`config.mk`:
```
export PLATFORM = sky130hd
export DESIGN_NAME = mrb_mode_reg
export DESIGN_NICKNAME = d
export VERILOG_FILES = /design/src/hw/mrb_mode_reg.v /design/src/hw/mrb_order.v
export VERILOG_INCLUDE_DIRS = /design/src /design/src/hw
export SDC_FILE = /design/constraint.sdc
export NUM_CORES = 1
export LEC_CHECK = 0
export BUFFER_PORTS_ARGS = -buffer_cell sky130_fd_sc_hd__buf_2
export CORE_MARGIN = 1
export CORE_UTILIZATION = 40
export CTS_CLUSTER_DIAMETER = 120
export DETAILED_ROUTE_END_ITERATION = 6
export PLACE_DENSITY_LB_ADDON = 0.05
export SLEW_MARGIN = 20
export SYNTH_ARGS = -nofsm -noshare
export SYNTH_HDL_FRONTEND = slang
export SYNTH_HIERARCHICAL = 1
export SYNTH_SLANG_ARGS = --single-unit
```
`constraint.sdc`:
```
create_clock -name ref_clk -period 2.33 [get_ports ref_clk]
set_clock_uncertainty 0.1 [all_clocks]
set_input_delay 0.3495 -clock ref_clk [delete_from_list [all_inputs] [get_ports ref_clk]]
set_output_delay 0.3495 -clock ref_clk [all_outputs]
set_load 0.02 [all_outputs]
```
`src/hw/mrb_defines.vh`:
```
/*
 mrb_defines.vh: field positions, codes and counts for the base burst/latency
 mode register logic. assumes inclusion by bare name from the design files.
*/
`ifndef MRB_DEFINES_VH
`define MRB_DEFINES_VH

// register width and fields
`define MRB_REG_W        18
`define MRB_BL_LO        0
`define MRB_BL_HI        1
`define MRB_BT_BIT       3
`define MRB_CL_LO        4
`define MRB_CL_HI        6
`define MRB_DLLRST_BIT   8
`define MRB_WR_LO        9
`define MRB_WR_HI        11
`define MRB_PPD_BIT      12
`define MRB_RSVD_MASK    18'h2_6080
`define MRB_RESET_VAL    18'h0_0000

// burst length codes
`define MRB_BL_FIX8      2'h0
`define MRB_BL_OTF       2'h1
`define MRB_BL_FIX4      2'h2
`define MRB_BL_RSVD      2'h3

// burst beat counts
`define MRB_BEATS8       4'h8
`define MRB_BEATS4       4'h4

// latency figures in cycles
`define MRB_DLLK_CYC     10'h200
`define MRB_MOD_CYC      5'h0c
`define MRB_CL_MAX       4'he

`endif

```
`src/hw/mrb_mode_reg.v`:
```
/*
 mrb_mode_reg.v: base burst/latency mode register with burst sequencing,
 read latency timing, write recovery and dll control outputs.
 assumes synchronous command inputs on ref_clk from a memory controller.
*/
// How it works
// - on-the-fly code: a12 low selects chop four, high selects eight beats
// - bursts wrap within an aligned block of four or eight columns
// - one burst length setting serves reads and writes alike
// - bit 3 picks sequential or interleaved ordering
// - eight-beat reads: sequential nibble wrap, interleaved start xor beat
// - chopped reads: four beats then drivers off four slots
// - chopped writes: column bit 2 picks nibble, ascending, last four ignored
// - eight-beat writes ignore low column bits, ascending order
// - internal operation starts at same time for chop and eight
// - writing bit 8 starts dll reset, bit then self-clears
// - write recovery from bits 11:9: 5,6,7,8,10,12 cycles
// - bit 12 low stops dll in precharge power-down
// - bit 12 high keeps dll running in precharge power-down
// - read latency from bits 6:4, five to eleven cycles
// - only whole-cycle read latencies exist
// - read at edge n gives first data at edge n plus latency
// - contents held until next load or reset, bit 8 excepted
// - new settings take effect on load; mode_ready_ff stays low for the mode-update delay
`timescale 1ns/1ps
`default_nettype none
`include "mrb_defines.vh"

module mrb_mode_reg #(
   parameter MOD_CYC  = `MRB_MOD_CYC,
   parameter DLLK_CYC = `MRB_DLLK_CYC
) (
   // clock and reset
   input  wire                     ref_clk,
   input  wire                     resetn,
   // mode register load
   input  wire                     mode_load,
   input  wire [`MRB_REG_W-1:0]    mode_data,
   // column commands and power-down state
   input  wire                     rd_cmd,
   input  wire                     wr_cmd,
   input  wire [2:0]               col_addr,
   input  wire                     a12,
   input  wire                     ppd_active,
   // read data timing
   output reg                      rd_beat_valid_ff,
   output reg  [2:0]               rd_col_ff,
   output reg                      rd_drive_ff,
   output reg                      rd_hiz_oe_n_ff,
   // write data timing
   output reg                      wr_beat_valid_ff,
   output reg  [2:0]               wr_col_ff,
   output reg                      wr_store_ff,
   // decoded settings and ready status
   output wire [3:0]               burst_beats,
   output wire                     interleave,
   output wire [3:0]               read_lat,
   output wire [3:0]               write_rec,
   output wire                     cfg_reserved,
   output reg                      mode_ready_ff,
   // dll control and register value
   output reg                      dll_reset_ff,
   output reg                      dll_locked_ff,
   output wire                     dll_run,
   output wire                     ppd_slow_exit,
   output wire [`MRB_REG_W-1:0]    mode_value
);

   localparam ST_IDLE = 2'h0;
   localparam ST_WAIT = 2'h1;
   localparam ST_DATA = 2'h2;

   reg  [`MRB_REG_W-1:0] mode_ff;
   reg  [4:0]            mod_cnt_ff;
   reg  [9:0]            dllk_cnt_ff;
   reg  [1:0]            rd_st_ff;
   reg  [3:0]            rd_wait_ff;
   reg  [2:0]            rd_beat_ff;
   reg  [2:0]            rd_start_ff;
   reg                   rd_chop_ff;
   reg                   rd_il_ff;
   reg                   wr_act_ff;
   reg  [2:0]            wr_beat_ff;
   reg  [2:0]            wr_start_ff;
   reg                   wr_chop_ff;
   wire [2:0]            rd_col_nxt;
   wire [2:0]            wr_col_nxt;
   wire                  cmd_chop;
   wire [1:0]            bl_code;

   // write recovery decode, zero when reserved
   function [3:0] wr_decode;
      input [2:0] code;
      begin
         case (code)
            3'h1:    wr_decode = 4'h5;
            3'h2:    wr_decode = 4'h6;
            3'h3:    wr_decode = 4'h7;
            3'h4:    wr_decode = 4'h8;
            3'h5:    wr_decode = 4'ha;
            3'h6:    wr_decode = 4'hc;
            default: wr_decode = 4'h0;
         endcase
      end
   endfunction

   function [3:0] cl_decode;
      input [2:0] code;
      begin
         case (code)
            3'h0:    cl_decode = 4'h0;
            default: cl_decode = {1'b0, code} + 4'h4;
         endcase
      end
   endfunction

   assign bl_code = mode_ff[`MRB_BL_HI:`MRB_BL_LO];

   assign cmd_chop = (bl_code == `MRB_BL_FIX4) ||
                     ((bl_code == `MRB_BL_OTF) && !a12);
   assign burst_beats = (bl_code == `MRB_BL_FIX4) ? `MRB_BEATS4 : `MRB_BEATS8;

   assign interleave = mode_ff[`MRB_BT_BIT];

   assign read_lat = cl_decode(mode_ff[`MRB_CL_HI:`MRB_CL_LO]);

   assign write_rec = wr_decode(mode_ff[`MRB_WR_HI:`MRB_WR_LO]);

   assign cfg_reserved = (bl_code == `MRB_BL_RSVD) || (read_lat == 4'h0) ||
                         (write_rec == 4'h0);

   // dll stops in power-down when bit low
   // dll runs in power-down when bit high
   assign dll_run       = !ppd_active || mode_ff[`MRB_PPD_BIT];
   assign ppd_slow_exit = !mode_ff[`MRB_PPD_BIT];

   assign mode_value = mode_ff;

   // register held until load or reset
   always @(posedge ref_clk) begin
      if (!resetn) begin
         mode_ff      <= `MRB_RESET_VAL;
         dll_reset_ff <= 1'b0;
      end else if (mode_load) begin
         mode_ff      <= mode_data & ~`MRB_RSVD_MASK & ~(18'h0_0001 << `MRB_DLLRST_BIT);
         dll_reset_ff <= mode_data[`MRB_DLLRST_BIT];
      end else begin
         dll_reset_ff <= 1'b0;
      end
   end

   always @(posedge ref_clk) begin
      if (!resetn) begin
         mod_cnt_ff    <= 5'h00;
         mode_ready_ff <= 1'b1;
      end else if (mode_load) begin
         mod_cnt_ff    <= MOD_CYC[4:0];
         mode_ready_ff <= 1'b0;
      end else if (mod_cnt_ff > 5'h01) begin
         mod_cnt_ff <= mod_cnt_ff - 5'h01;
      end else begin
         mod_cnt_ff    <= 5'h00;
         mode_ready_ff <= 1'b1;
      end
   end

   always @(posedge ref_clk) begin
      if (!resetn) begin
         dllk_cnt_ff   <= 10'h000;
         dll_locked_ff <= 1'b0;
      end else if (dll_reset_ff) begin
         dllk_cnt_ff   <= DLLK_CYC[9:0];
         dll_locked_ff <= 1'b0;
      end else if (dllk_cnt_ff > 10'h001) begin
         dllk_cnt_ff <= dllk_cnt_ff - 10'h001;
      end else begin
         dllk_cnt_ff   <= 10'h000;
         dll_locked_ff <= 1'b1;
      end
   end

   mrb_order u_rd_order (
      .start_col  (rd_start_ff),
      .interleave (rd_il_ff),
      .chop       (rd_chop_ff),
      .is_write   (1'b0),
      .beat       (rd_beat_ff),
      .col        (rd_col_nxt)
   );

   mrb_order u_wr_order (
      .start_col  (wr_start_ff),
      .interleave (1'b0),
      .chop       (wr_chop_ff),
      .is_write   (1'b1),
      .beat       (wr_beat_ff),
      .col        (wr_col_nxt)
   );

   // first data at read edge plus latency
   // same start for chop and eight
   always @(posedge ref_clk) begin
      if (!resetn) begin
         rd_st_ff    <= ST_IDLE;
         rd_wait_ff  <= 4'h0;
         rd_beat_ff  <= 3'h0;
         rd_start_ff <= 3'h0;
         rd_chop_ff  <= 1'b0;
         rd_il_ff    <= 1'b0;
      end else begin
         case (rd_st_ff)
            ST_IDLE: begin
               if (rd_cmd && read_lat != 4'h0) begin
                  rd_start_ff <= col_addr;
                  rd_chop_ff  <= cmd_chop;
                  rd_il_ff    <= interleave;
                  rd_beat_ff  <= 3'h0;
                  rd_wait_ff  <= read_lat - 4'h1;
                  rd_st_ff    <= (read_lat == 4'h1) ? ST_DATA : ST_WAIT;
               end
            end
            ST_WAIT: begin
               if (rd_wait_ff == 4'h1)
                  rd_st_ff <= ST_DATA;
               rd_wait_ff <= rd_wait_ff - 4'h1;
            end
            ST_DATA: begin
               rd_beat_ff <= rd_beat_ff + 3'h1;
               if (rd_beat_ff == 3'h7)
                  rd_st_ff <= ST_IDLE;
            end
            default: rd_st_ff <= ST_IDLE;
         endcase
      end
   end

   // chop reads drive four, then off four
   always @(posedge ref_clk) begin
      if (!resetn) begin
         rd_beat_valid_ff <= 1'b0;
         rd_col_ff        <= 3'h0;
         rd_drive_ff      <= 1'b0;
         rd_hiz_oe_n_ff   <= 1'b1;
      end else if (rd_st_ff == ST_DATA) begin
         rd_beat_valid_ff <= !(rd_chop_ff && rd_beat_ff[2]);
         rd_col_ff        <= rd_col_nxt;
         rd_drive_ff      <= !(rd_chop_ff && rd_beat_ff[2]);
         rd_hiz_oe_n_ff   <= rd_chop_ff && rd_beat_ff[2];
      end else begin
         rd_beat_valid_ff <= 1'b0;
         rd_drive_ff      <= 1'b0;
         rd_hiz_oe_n_ff   <= 1'b1;
      end
   end

   always @(posedge ref_clk) begin
      if (!resetn) begin
         wr_act_ff        <= 1'b0;
         wr_beat_ff       <= 3'h0;
         wr_start_ff      <= 3'h0;
         wr_chop_ff       <= 1'b0;
         wr_beat_valid_ff <= 1'b0;
         wr_col_ff        <= 3'h0;
         wr_store_ff      <= 1'b0;
      end else begin
         if (!wr_act_ff && wr_cmd) begin
            wr_act_ff   <= 1'b1;
            wr_beat_ff  <= 3'h0;
            wr_start_ff <= col_addr;
            wr_chop_ff  <= cmd_chop;
         end else if (wr_act_ff) begin
            wr_beat_ff <= wr_beat_ff + 3'h1;
            if (wr_beat_ff == 3'h7)
               wr_act_ff <= 1'b0;
         end
         wr_beat_valid_ff <= wr_act_ff;
         wr_col_ff        <= wr_col_nxt;
         wr_store_ff      <= wr_act_ff && !(wr_chop_ff && wr_beat_ff[2]);
      end
   end

endmodule

`default_nettype wire

```
`src/hw/mrb_order.v`:
```
/*
 mrb_order.v: column order of one burst beat.
 assumes beat index 0..7 and a 3-bit starting column.
*/
`timescale 1ns/1ps
`default_nettype none

module mrb_order (
   // burst setup
   input  wire [2:0] start_col,
   input  wire       interleave,
   input  wire       chop,
   input  wire       is_write,
   // beat
   input  wire [2:0] beat,
   output reg  [2:0] col
);

   always @* begin
      if (is_write) begin
         if (chop)
            col = {start_col[2], beat[1:0]};
         else
            col = beat;
      end else if (interleave) begin
         col = start_col ^ beat;
      end else begin
         col = {start_col[2] ^ beat[2], start_col[1:0] + beat[1:0]};
      end
   end

endmodule

`default_nettype wire

```
### Word-level counts from Yosys, hierarchy flattened

Cells that the tools add are included.

| operators by class | value |
|---|---|
| div/mod/pow operators | 0 |
| shift-type cells | 0 |
| mux-type cells | 23 |
| $add $sub $neg | 8 |
| reductions and logical operators | 33 |
| order comparisons | 2 |
| multiply operators | 0 |
| bitwise gates (word level) | 5 |
| equal/unequal tests | 19 |

Operators with widths:

| operator | number |
|---|---|
| 4-bit one-hot mux with 6 select lines | 1 |
| 10-bit two-way mux | 2 |
| 4-bit two-way mux | 5 |
| 3-bit equality test, second input constant | 5 |
| 10-bit by 1-bit greater-than comparator with 1-bit output, second input constant | 1 |
| 2-bit AND reduction | 5 |
| 10-bit by 1-bit subtractor with 10-bit output, second input constant | 1 |
| 3-bit two-way mux | 3 |
| 4-bit by 1-bit equality test with 1-bit output, second input constant | 2 |
| 4-bit zero test | 2 |
| 2-bit two-way mux | 4 |
| 2-bit != test, second input constant | 4 |
| 4-bit one-hot mux with 2 select lines | 1 |
| 4-bit by 1-bit subtractor with 4-bit output, second input constant | 2 |
| 3-bit by 1-bit adder with 3-bit output, second input constant | 2 |
| 2-bit equality test, second input constant | 3 |
| 3-bit by 2-bit equality test with 1-bit output, second input constant | 2 |
| 1-bit logical AND | 6 |
| 1-bit zero test | 6 |
| 2-bit one-hot mux with 3 select lines | 1 |
| 3-bit one-hot mux with 2 select lines | 1 |
| 3-bit OR reduction | 2 |
| 5-bit by 1-bit greater-than comparator with 1-bit output, second input constant | 1 |
| 1-bit two-way mux | 5 |
| 15 further kinds | 23 |

| word-level totals | value |
|---|---|
| bits in read-only memories | 0 |
| memories | 0 |
| memory bits (writable) | 0 |
| input bits | 28 |
| output and inout port bits | 48 |
| bits in latches | 0 |
| register bits | 63 |
| logic and storage cells | 114 |

### Depth between registers and ports, before layout

Gate-level depths: netlist of run 1.

| logic depth | value |
|---|---|
| depth after elaboration | 6 |
| depth in mapped cells | 8 |
| depth with buffers taken out | 6 |

### By module

Netlist of run 1, hierarchy kept.

Modules (own cells, without submodules):

| module | sequential area each (um2) | times used | cells an instance | area each (um2) |
|---|---|---|---|---|
| mrb_mode_reg | 1,261.2 | 1 | 315 | 2,909.0 |
| mrb_order | 0.0 | 2 | 11 | 93.8 |

### Worst setup path before layout of run 1

Ideal clock, no wire load.

| timing | value |
|---|---|
| kind | register -> register |
| start point | register mode_ff[4] (netlist: mode_value[4]) |
| end point | register rd_wait_ff[3] |
| cell stages (with the launch flop) | 9 |
| arrival time | 1.729 ns |
| required time | 2.108 ns |
| library setup time | 0.122 ns |
| path buffers | 2 |
| slack | 0.380 ns |
| period minus slack after synthesis | 1.950 ns |
| cell sequence | dfxtp_1 -> buf_6 -> inv_1 -> ha_1 -> or4b_4 -> and4_4 -> buf_6 -> a22oi_2 -> a21boi_1 |

| on the way | value |
|---|---|
| longest elaborated chain between the ends | 6 |
| elaborated cells on any way between the ends | 10 |
| those cells by class | add/sub (2); eq/ne (1); mux (3); reduce/logical (4) |

RTL lines:

| element | RTL line | RTL |
|---|---|---|
| start: declaration | mrb_mode_reg.v:73 | `` reg [`MRB_REG_W-1:0] mode_ff; `` |
| start signal: assignment | mrb_mode_reg.v:142 | `` mode_ff <= `MRB_RESET_VAL; `` |
| start signal: assignment | mrb_mode_reg.v:145 | `` mode_ff <= mode_data & ~`MRB_RSVD_MASK & ~(18'h0_0001 << `MRB_DLLRST_BIT); `` |
| 3-bit by 3-bit adder with 4-bit output or 3-bit zero test (tied branches) | mrb_mode_reg.v:112, mrb_mode_reg.v:110 |  |
| 4-bit two-way mux (*) | mrb_mode_reg.v:110 | `case (code)` |
| parallel branches: the longest is 4 deep, another holds 4-bit by 1-bit subtractor with 4-bit output | n/a |  |
| end signal: assignment | mrb_mode_reg.v:218 | `rd_wait_ff <= read_lat - 4'h1;` |
| end signal: assignment | mrb_mode_reg.v:225 | `rd_wait_ff <= rd_wait_ff - 4'h1;` |
| end: declaration | mrb_mode_reg.v:77 | `reg [3:0] rd_wait_ff;` |

Mark *: on every way between the ends. The select of a mux whose other input is x is not followed.
A chain may end at the register's enable or synchronous reset.

### Final worst setup path of run 1

| timing | value |
|---|---|
| start point | register mode_ff[5] (netlist: mode_value[5]) |
| end point | output cfg_reserved |

| on the way | value |
|---|---|
| longest elaborated chain between the ends | 5 |
| elaborated cells on any way between the ends | 6 |
| those cells by class | add/sub (1); mux (1); reduce/logical (4) |

RTL lines:

| element | RTL line | RTL |
|---|---|---|
| 3-bit by 3-bit adder with 4-bit output or 3-bit zero test (tied branches) | mrb_mode_reg.v:112, mrb_mode_reg.v:110 |  |
| 4-bit two-way mux (*) | mrb_mode_reg.v:110 |  |
| 4-bit zero test (*) | mrb_mode_reg.v:129 | `` assign cfg_reserved = (bl_code == `MRB_BL_RSVD) \|\| (read_lat == 4'h0) \|\| `` |
| 1-bit logical OR (*) (2 in series) | mrb_mode_reg.v:129 |  |
| end: declaration | mrb_mode_reg.v:59 | `output wire cfg_reserved,` |

Every way passes the cells marked *; elsewhere a longest branch is shown, timed or not.

==> impl_metrics.json, run 1 <==
{
  "status": "completed",
  "io_buffer_count": 64,
  "post_cts_buffers": 0,
  "path_max_fanout": 8,
  "synth_most_common_cell": "dfxtp_1",
  "p_leak_uw": 0.00171,
  "first_pass_iters": 4,
  "synth.top_cell.area_share_pct": 40.7,
  "design_area_um2": 3680,
  "max_slew_margin_pct": 59.5,
  "rsz0062_at_grt": "false",
  "grt_pass1_wl_mm": 9.98,
  "grt_max_degree": 37,
  "ys_types": 47,
  "place_area_um2": 3490,
  "remaining_drc_errors": 0,
  "routed_via_density": 4.62,
  "synthTopCellsByArea": "dfxtp_1, mux2i_1, nor2b_1",
  "design.portCount": 76,
  "diodes": 0,
  "power.density_nw_per_um2": 853,
  "track_usage_pct": 15.3,
  "synthFlopType": "dfxtp_1",
  "die_h_um": 90.0,
  "core_um2": 7370,
  "crit_type": "reg -> out",
  "worst-endpoint-arrival_ns": 1.71,
  "clk_latency_ns": 0.33,
  "place_ws_ns": 0.446,
  "period_share_pct": 92.8,
  "grt_pass1_vias": 2176,
  "grt.met1_usage_pct": 18.5,
  "synth_area_per_cell_um2": 9.19,
  "top_usage_layer": "met2",
  "htree_levels": 3,
  "synth_edf_count": 0,
  "required_ns": 1.88,
  "synth-seq-cells": 63,
  "place_hpwl_mm": 4.12,
  "yosys-top-cells-count": "dfxtp_1, nor2b_1, mux2i_1",
  "placementRows": 31,
  "drive_gt1_share_pct": 22.7,
  "clk_path_buf_depth": 2,
  "routed_wl_mm": 5.74,
  "finalSetupViolCount": 0,
  "wire_per_inst_um": 11.3,
  "period_needed_ns": 2.16,
  "worst_setup_path_end_kind": "output port",
  "gp_congestion": 0.799,
  "areaGrowthSynthToFinish_pct": 19.0,
  "setup_ws_ns": 0.167,
  "cap_viol_max_count": 0,
  "fp.dieW_um": 90.0,
  "synth_cells": 337,
  "numClockSinks": 63,
  "critPathLaunchType": "flip-flop",
  "worst_pin_slew_ns": 0.605,
  "synth-async-reset-ratio_pct": 0,
  "vias": 2347,
  "die_area_um2": 8100,
  "synth-seq-area-share_pct": 40.7,
  "use_met3_pct": 5.33,
  "initial_core_util_pct": 42.0,
  "cts_buffers": 9,
  "ant_nets": 0,
  "slew_viol_final": 0,
  "vdd_drop_max_uv": 431,
  "clockRootBuffer": "clkbuf_8",
  "ys_warn_count": 6,
  "postCtsHoldBufs": 0,
  "clk_pin_slew_ns": 0.07,
  "met2_usage_pct": 25.3,
  "netlist_area_um2": 3100,
  "tns_ns": 0,
  "layout.nets": 448,
  "max_freq_mhz": 462,
  "grt_overflow_total": 0,
  "cts_tree": "done",
  "hold_violations": 0,
  "synth_largest_area_cell": "dfxtp_1",
  "drtIter0Drc": 42,
  "hp-class": "in -> reg",
  "antenna_found_initial": 0
}
[routing by layer]
layer	wire length [µm]	vias up
met1	2710	1050
met5	0	-
met3	270	8
met4	78	0
li1	-	1243
met2	2670	46
[state kept, by name, indices dropped and copies added (netlist names), 2 cells and up]
register / flops
mod_cnt_ff: 5
wr_start_ff: 3
rd_start_ff: 3
rd_beat_ff: 3
dllk_cnt_ff: 10
mode_value: 13
rd_st_ff: 2
wr_beat_ff: 3
rd_col_ff: 3
wr_col_ff: 3
rd_wait_ff: 4
[final timing paths]
check                 from             to  cells after the start  slack (ns)
min reg2reg  dll_locked_ff  dll_locked_ff                      1        0.36
min           mode_data[8]   dll_reset_ff                      2        0.16
max          mode_value[5]   cfg_reserved                      5        0.17
max reg2reg  mode_value[5]  rd_wait_ff[2]                      6        0.49
[layout by cell type (no fill, tap or decap), drive strengths merged, types with 2 or more instances in the layout]
cell type	count
buf	67
dfxtp	63
nor2b	36
mux2i	31
nor2	30
conb	18
nand2	17
a21oi	16
inv	16
ha	15
clkbuf	11
o21ai	10
o21a	7
nor3	7
nand3	6
xnor2	6
and2	5
xor2	4
nand3b	4
o31a	4
a21boi	4
nand2b	3
nor3b	3
clkinv	3
o21bai	2
o211a	2
nand4b	2
mux2	2
[per-stage QoR]
step | utilization [%] | power, µW | std cells | hold WS (ns)
2_1_floorplan | - | 2050 | 353 | 0.337
3_3_place_gp | 47.3 | 2240 | 493 | 0.346
3_5_place_dp | 47.3 | 2250 | 493 | 0.354
4_1_cts | 50.0 | 3200 | 508 | 0.142
5_1_grt | 50.0 | 3380 | 508 | 0.148
6_report | 50.0 | 3140 | 508 | 0.157
[where the power goes]
group | total, µW | internal (µW) | switching [µW]
combinational | 872 | 404 | 468
clock | 925 | 540 | 385
sequential | 1340 | 1220 | 128
[logic make-up after synthesis]
kind of cell	share of synthesized area (%)
other cells	0.243
mux	10.7
compound gates	10.9
xor+xnor	2.83
buf+inv	6.71
simple gates	21.8
flops	40.7
fa+ha+maj	6.06
[what timing repair did]
| item | in CTS | in global routing |
|---|---|---|
| endpoints found under the hold margin | 0 | 0 |
| gates resized for setup | 0 | 1 |
| setup endpoints to repair | 0 | 1 |
[critical path, cell delays in order (launching register included)]
cell	delay, ns
dfxtp_1	0.37
inv_2	0.10
ha_1	0.16
or4b_4	0.50
nand3_1	0.10
buf_2	0.16
[final cells by class]
class                           instances  area (µm²)
Tap cell                               99         124
Fill cell                             739        3680
Inverter                               16        60.1
Timing Repair Buffer                   67         355
Clock buffer                           11         151
Sequential cell                        63        1260
Clock inverter                          4        45.0
Multi-Input combinational cell        248        1690
Note: power is estimated with default switching activity, not from simulation.
==> inputs of run 2 (changes only) <==
--- a/config.mk
+++ b/config.mk
@@ -7,7 +7,8 @@
 export NUM_CORES = 1
 export LEC_CHECK = 0
 export BUFFER_PORTS_ARGS = -buffer_cell sky130_fd_sc_hd__buf_2
-export CORE_MARGIN = 1
+export CORE_ASPECT_RATIO = 0.9
+export CORE_MARGIN = 2
 export CORE_UTILIZATION = 40
 export CTS_CLUSTER_DIAMETER = 120
 export DETAILED_ROUTE_END_ITERATION = 6
==> run 2 against run 1 <==
- core utilization decreased by 1.1 points
- register-to-register slack got worse by 0.02 ns
- critical path depth unchanged
- critical endpoint unchanged
==> impl_metrics.json, run 2 (synthesis gave the netlist of run 1 again) <==
{
  "slowest_stage": "or4b_4",
  "wire_per_inst_um": 11.5,
  "fp.dieW_um": 96.7,
  "max_freq_mhz": 459,
  "tns_ns": 0,
  "max_slew_margin_pct": 59.5,
  "routed_wl_mm": 5.84,
  "postCtsHoldBufs": 0,
  "rsz0062_at_grt": "false",
  "clk_pin_slew_ns": 0.07,
  "diodes": 0,
  "cap_viol_max_count": 0,
  "required_ns": 1.88,
  "setup_ws_ns": 0.150,
  "htree_levels": 3,
  "power_uw": 3120,
  "vdd_drop_max_uv": 372,
  "multi_input_area_um2": 1690,
  "clk_latency_ns": 0.34,
  "power.density_nw_per_um2": 851,
  "grt_pass1_vias": 2113,
  "design.portCount": 76,
  "final_util_pct": 48.9,
  "grt_max_degree": 23,
  "path_max_fanout": 5,
  "slowest_delay_ns": 0.50,
  "ff_latch_area_um2": 1260,
  "design_area_um2": 3670,
  "cts_tree": "done",
  "antenna_found_initial": 0,
  "place_ws_ns": 0.450,
  "drive_gt1_share_pct": 23.1,
  "fillers": 775,
  "die_h_um": 87.5,
  "largest_register_ffs": 13,
  "cts_buffers": 9,
  "clk_path_buf_depth": 2,
  "clockRootBuffer": "clkbuf_8",
  "place_hpwl_mm": 4.20,
  "core_um2": 7510,
  "remaining_drc_errors": 0,
  "worst-endpoint-arrival_ns": 1.73,
  "post_cts_buffers": 0,
  "grt_overflow_total": 0,
  "finalSetupViolCount": 0,
  "placementRows": 30,
  "layout_common_cells": "buf_2, dfxtp_1, nor2b_1",
  "crit_chain": "inv_1, ha_1, or4b_4, nand3_1, buf_2",
  "first_pass_iters": 4,
  "numClockSinks": 63,
  "hp-class": "in -> reg",
  "areaGrowthSynthToFinish_pct": 18.5,
  "place_area_um2": 3480,
  "critPathLaunchType": "flip-flop",
  "drtIter0Drc": 39,
  "gp_congestion": 0.783,
  "worst_setup_path_end_kind": "output port",
  "crit_type": "reg -> out",
  "slew_viol_final": 0,
  "io_buffer_count": 64,
  "period_share_pct": 93.6,
  "ant_nets": 0,
  "vias": 2327,
  "routed_via_density": 4.59,
  "layout.nets": 449,
  "layout_commonest_cell": "buf_2",
  "period_needed_ns": 2.18,
  "track_usage_pct": 14.4,
  "cp_num_buf_inv": 2,
  "grt_pass1_wl_mm": 9.82,
  "hold_violations": 0,
  "crit_family": "simple AND/OR/NAND/NOR gates",
  "status": "completed",
  "die_area_um2": 8460,
  "worst_pin_slew_ns": 0.606,
  "cts_resized": 0,
  "p_leak_uw": 0.00170,
  "initial_core_util_pct": 41.3
}
[run 2: metal layers]
| metal | up-vias | share of wire, % | global-route usage [%] |
|---|---|---|---|
| li1 | 1243 | - | - |
| met1 | 1030 | 49 | 18.2 |
| met5 | - | 0 | 0 |
| met3 | 8 | 4.7 | 5.62 |
| met2 | 46 | 45 | 22.6 |
| met4 | 0 | 1.2 | 4.99 |
[run 2: layout make-up]
cell class,count,share of cell area [%]
Clock buffer,9,3.38
Clock inverter,7,1.74
Inverter,16,1.64
Multi-Input combinational cell,248,46.0
Sequential cell,63,34.4
Tap cell,96,3.27
Timing Repair Buffer,68,9.55
[run 2: path summary, 6_finish.rpt]
| kind | from | end | slack [ns] | cells after the start |
|---|---|---|---|---|
| max | mode_value[4] | cfg_reserved | 0.15 | 5 |
| min | mode_data[8] | dll_reset_ff | 0.16 | 2 |
| min reg2reg | dll_locked_ff | dll_locked_ff | 0.36 | 1 |
| max reg2reg | mode_value[4] | rd_wait_ff[3] | 0.47 | 6 |
[run 2: worst reg2reg max path: cells and delay by family, from the launching register on]
family / cells / cell delay (ns)
AND/OR/NAND/NOR: 2 / 0.77
buffers and inverters: 1 / 0.10
adder cells (fa/ha/maj): 1 / 0.16
flip-flops: 1 / 0.36
AO/OA/AOI/OAI: 2 / 0.24
[run 2: through the flow]
step | instances | hold slack (ns)
after detailed placement | 491 | 0.350
after CTS | 507 | 0.148
after global placement | 491 | 0.346
final | 507 | 0.165
after floorplan | 353 | 0.337
after global routing | 507 | 0.145
[run 2: power by group]
group	leakage (µW)	internal, µW	switching (µW)	total, µW
combinational	0.00108	403	471	874
clock	0.000103	486	415	901
sequential	0.000518	1220	130	1350
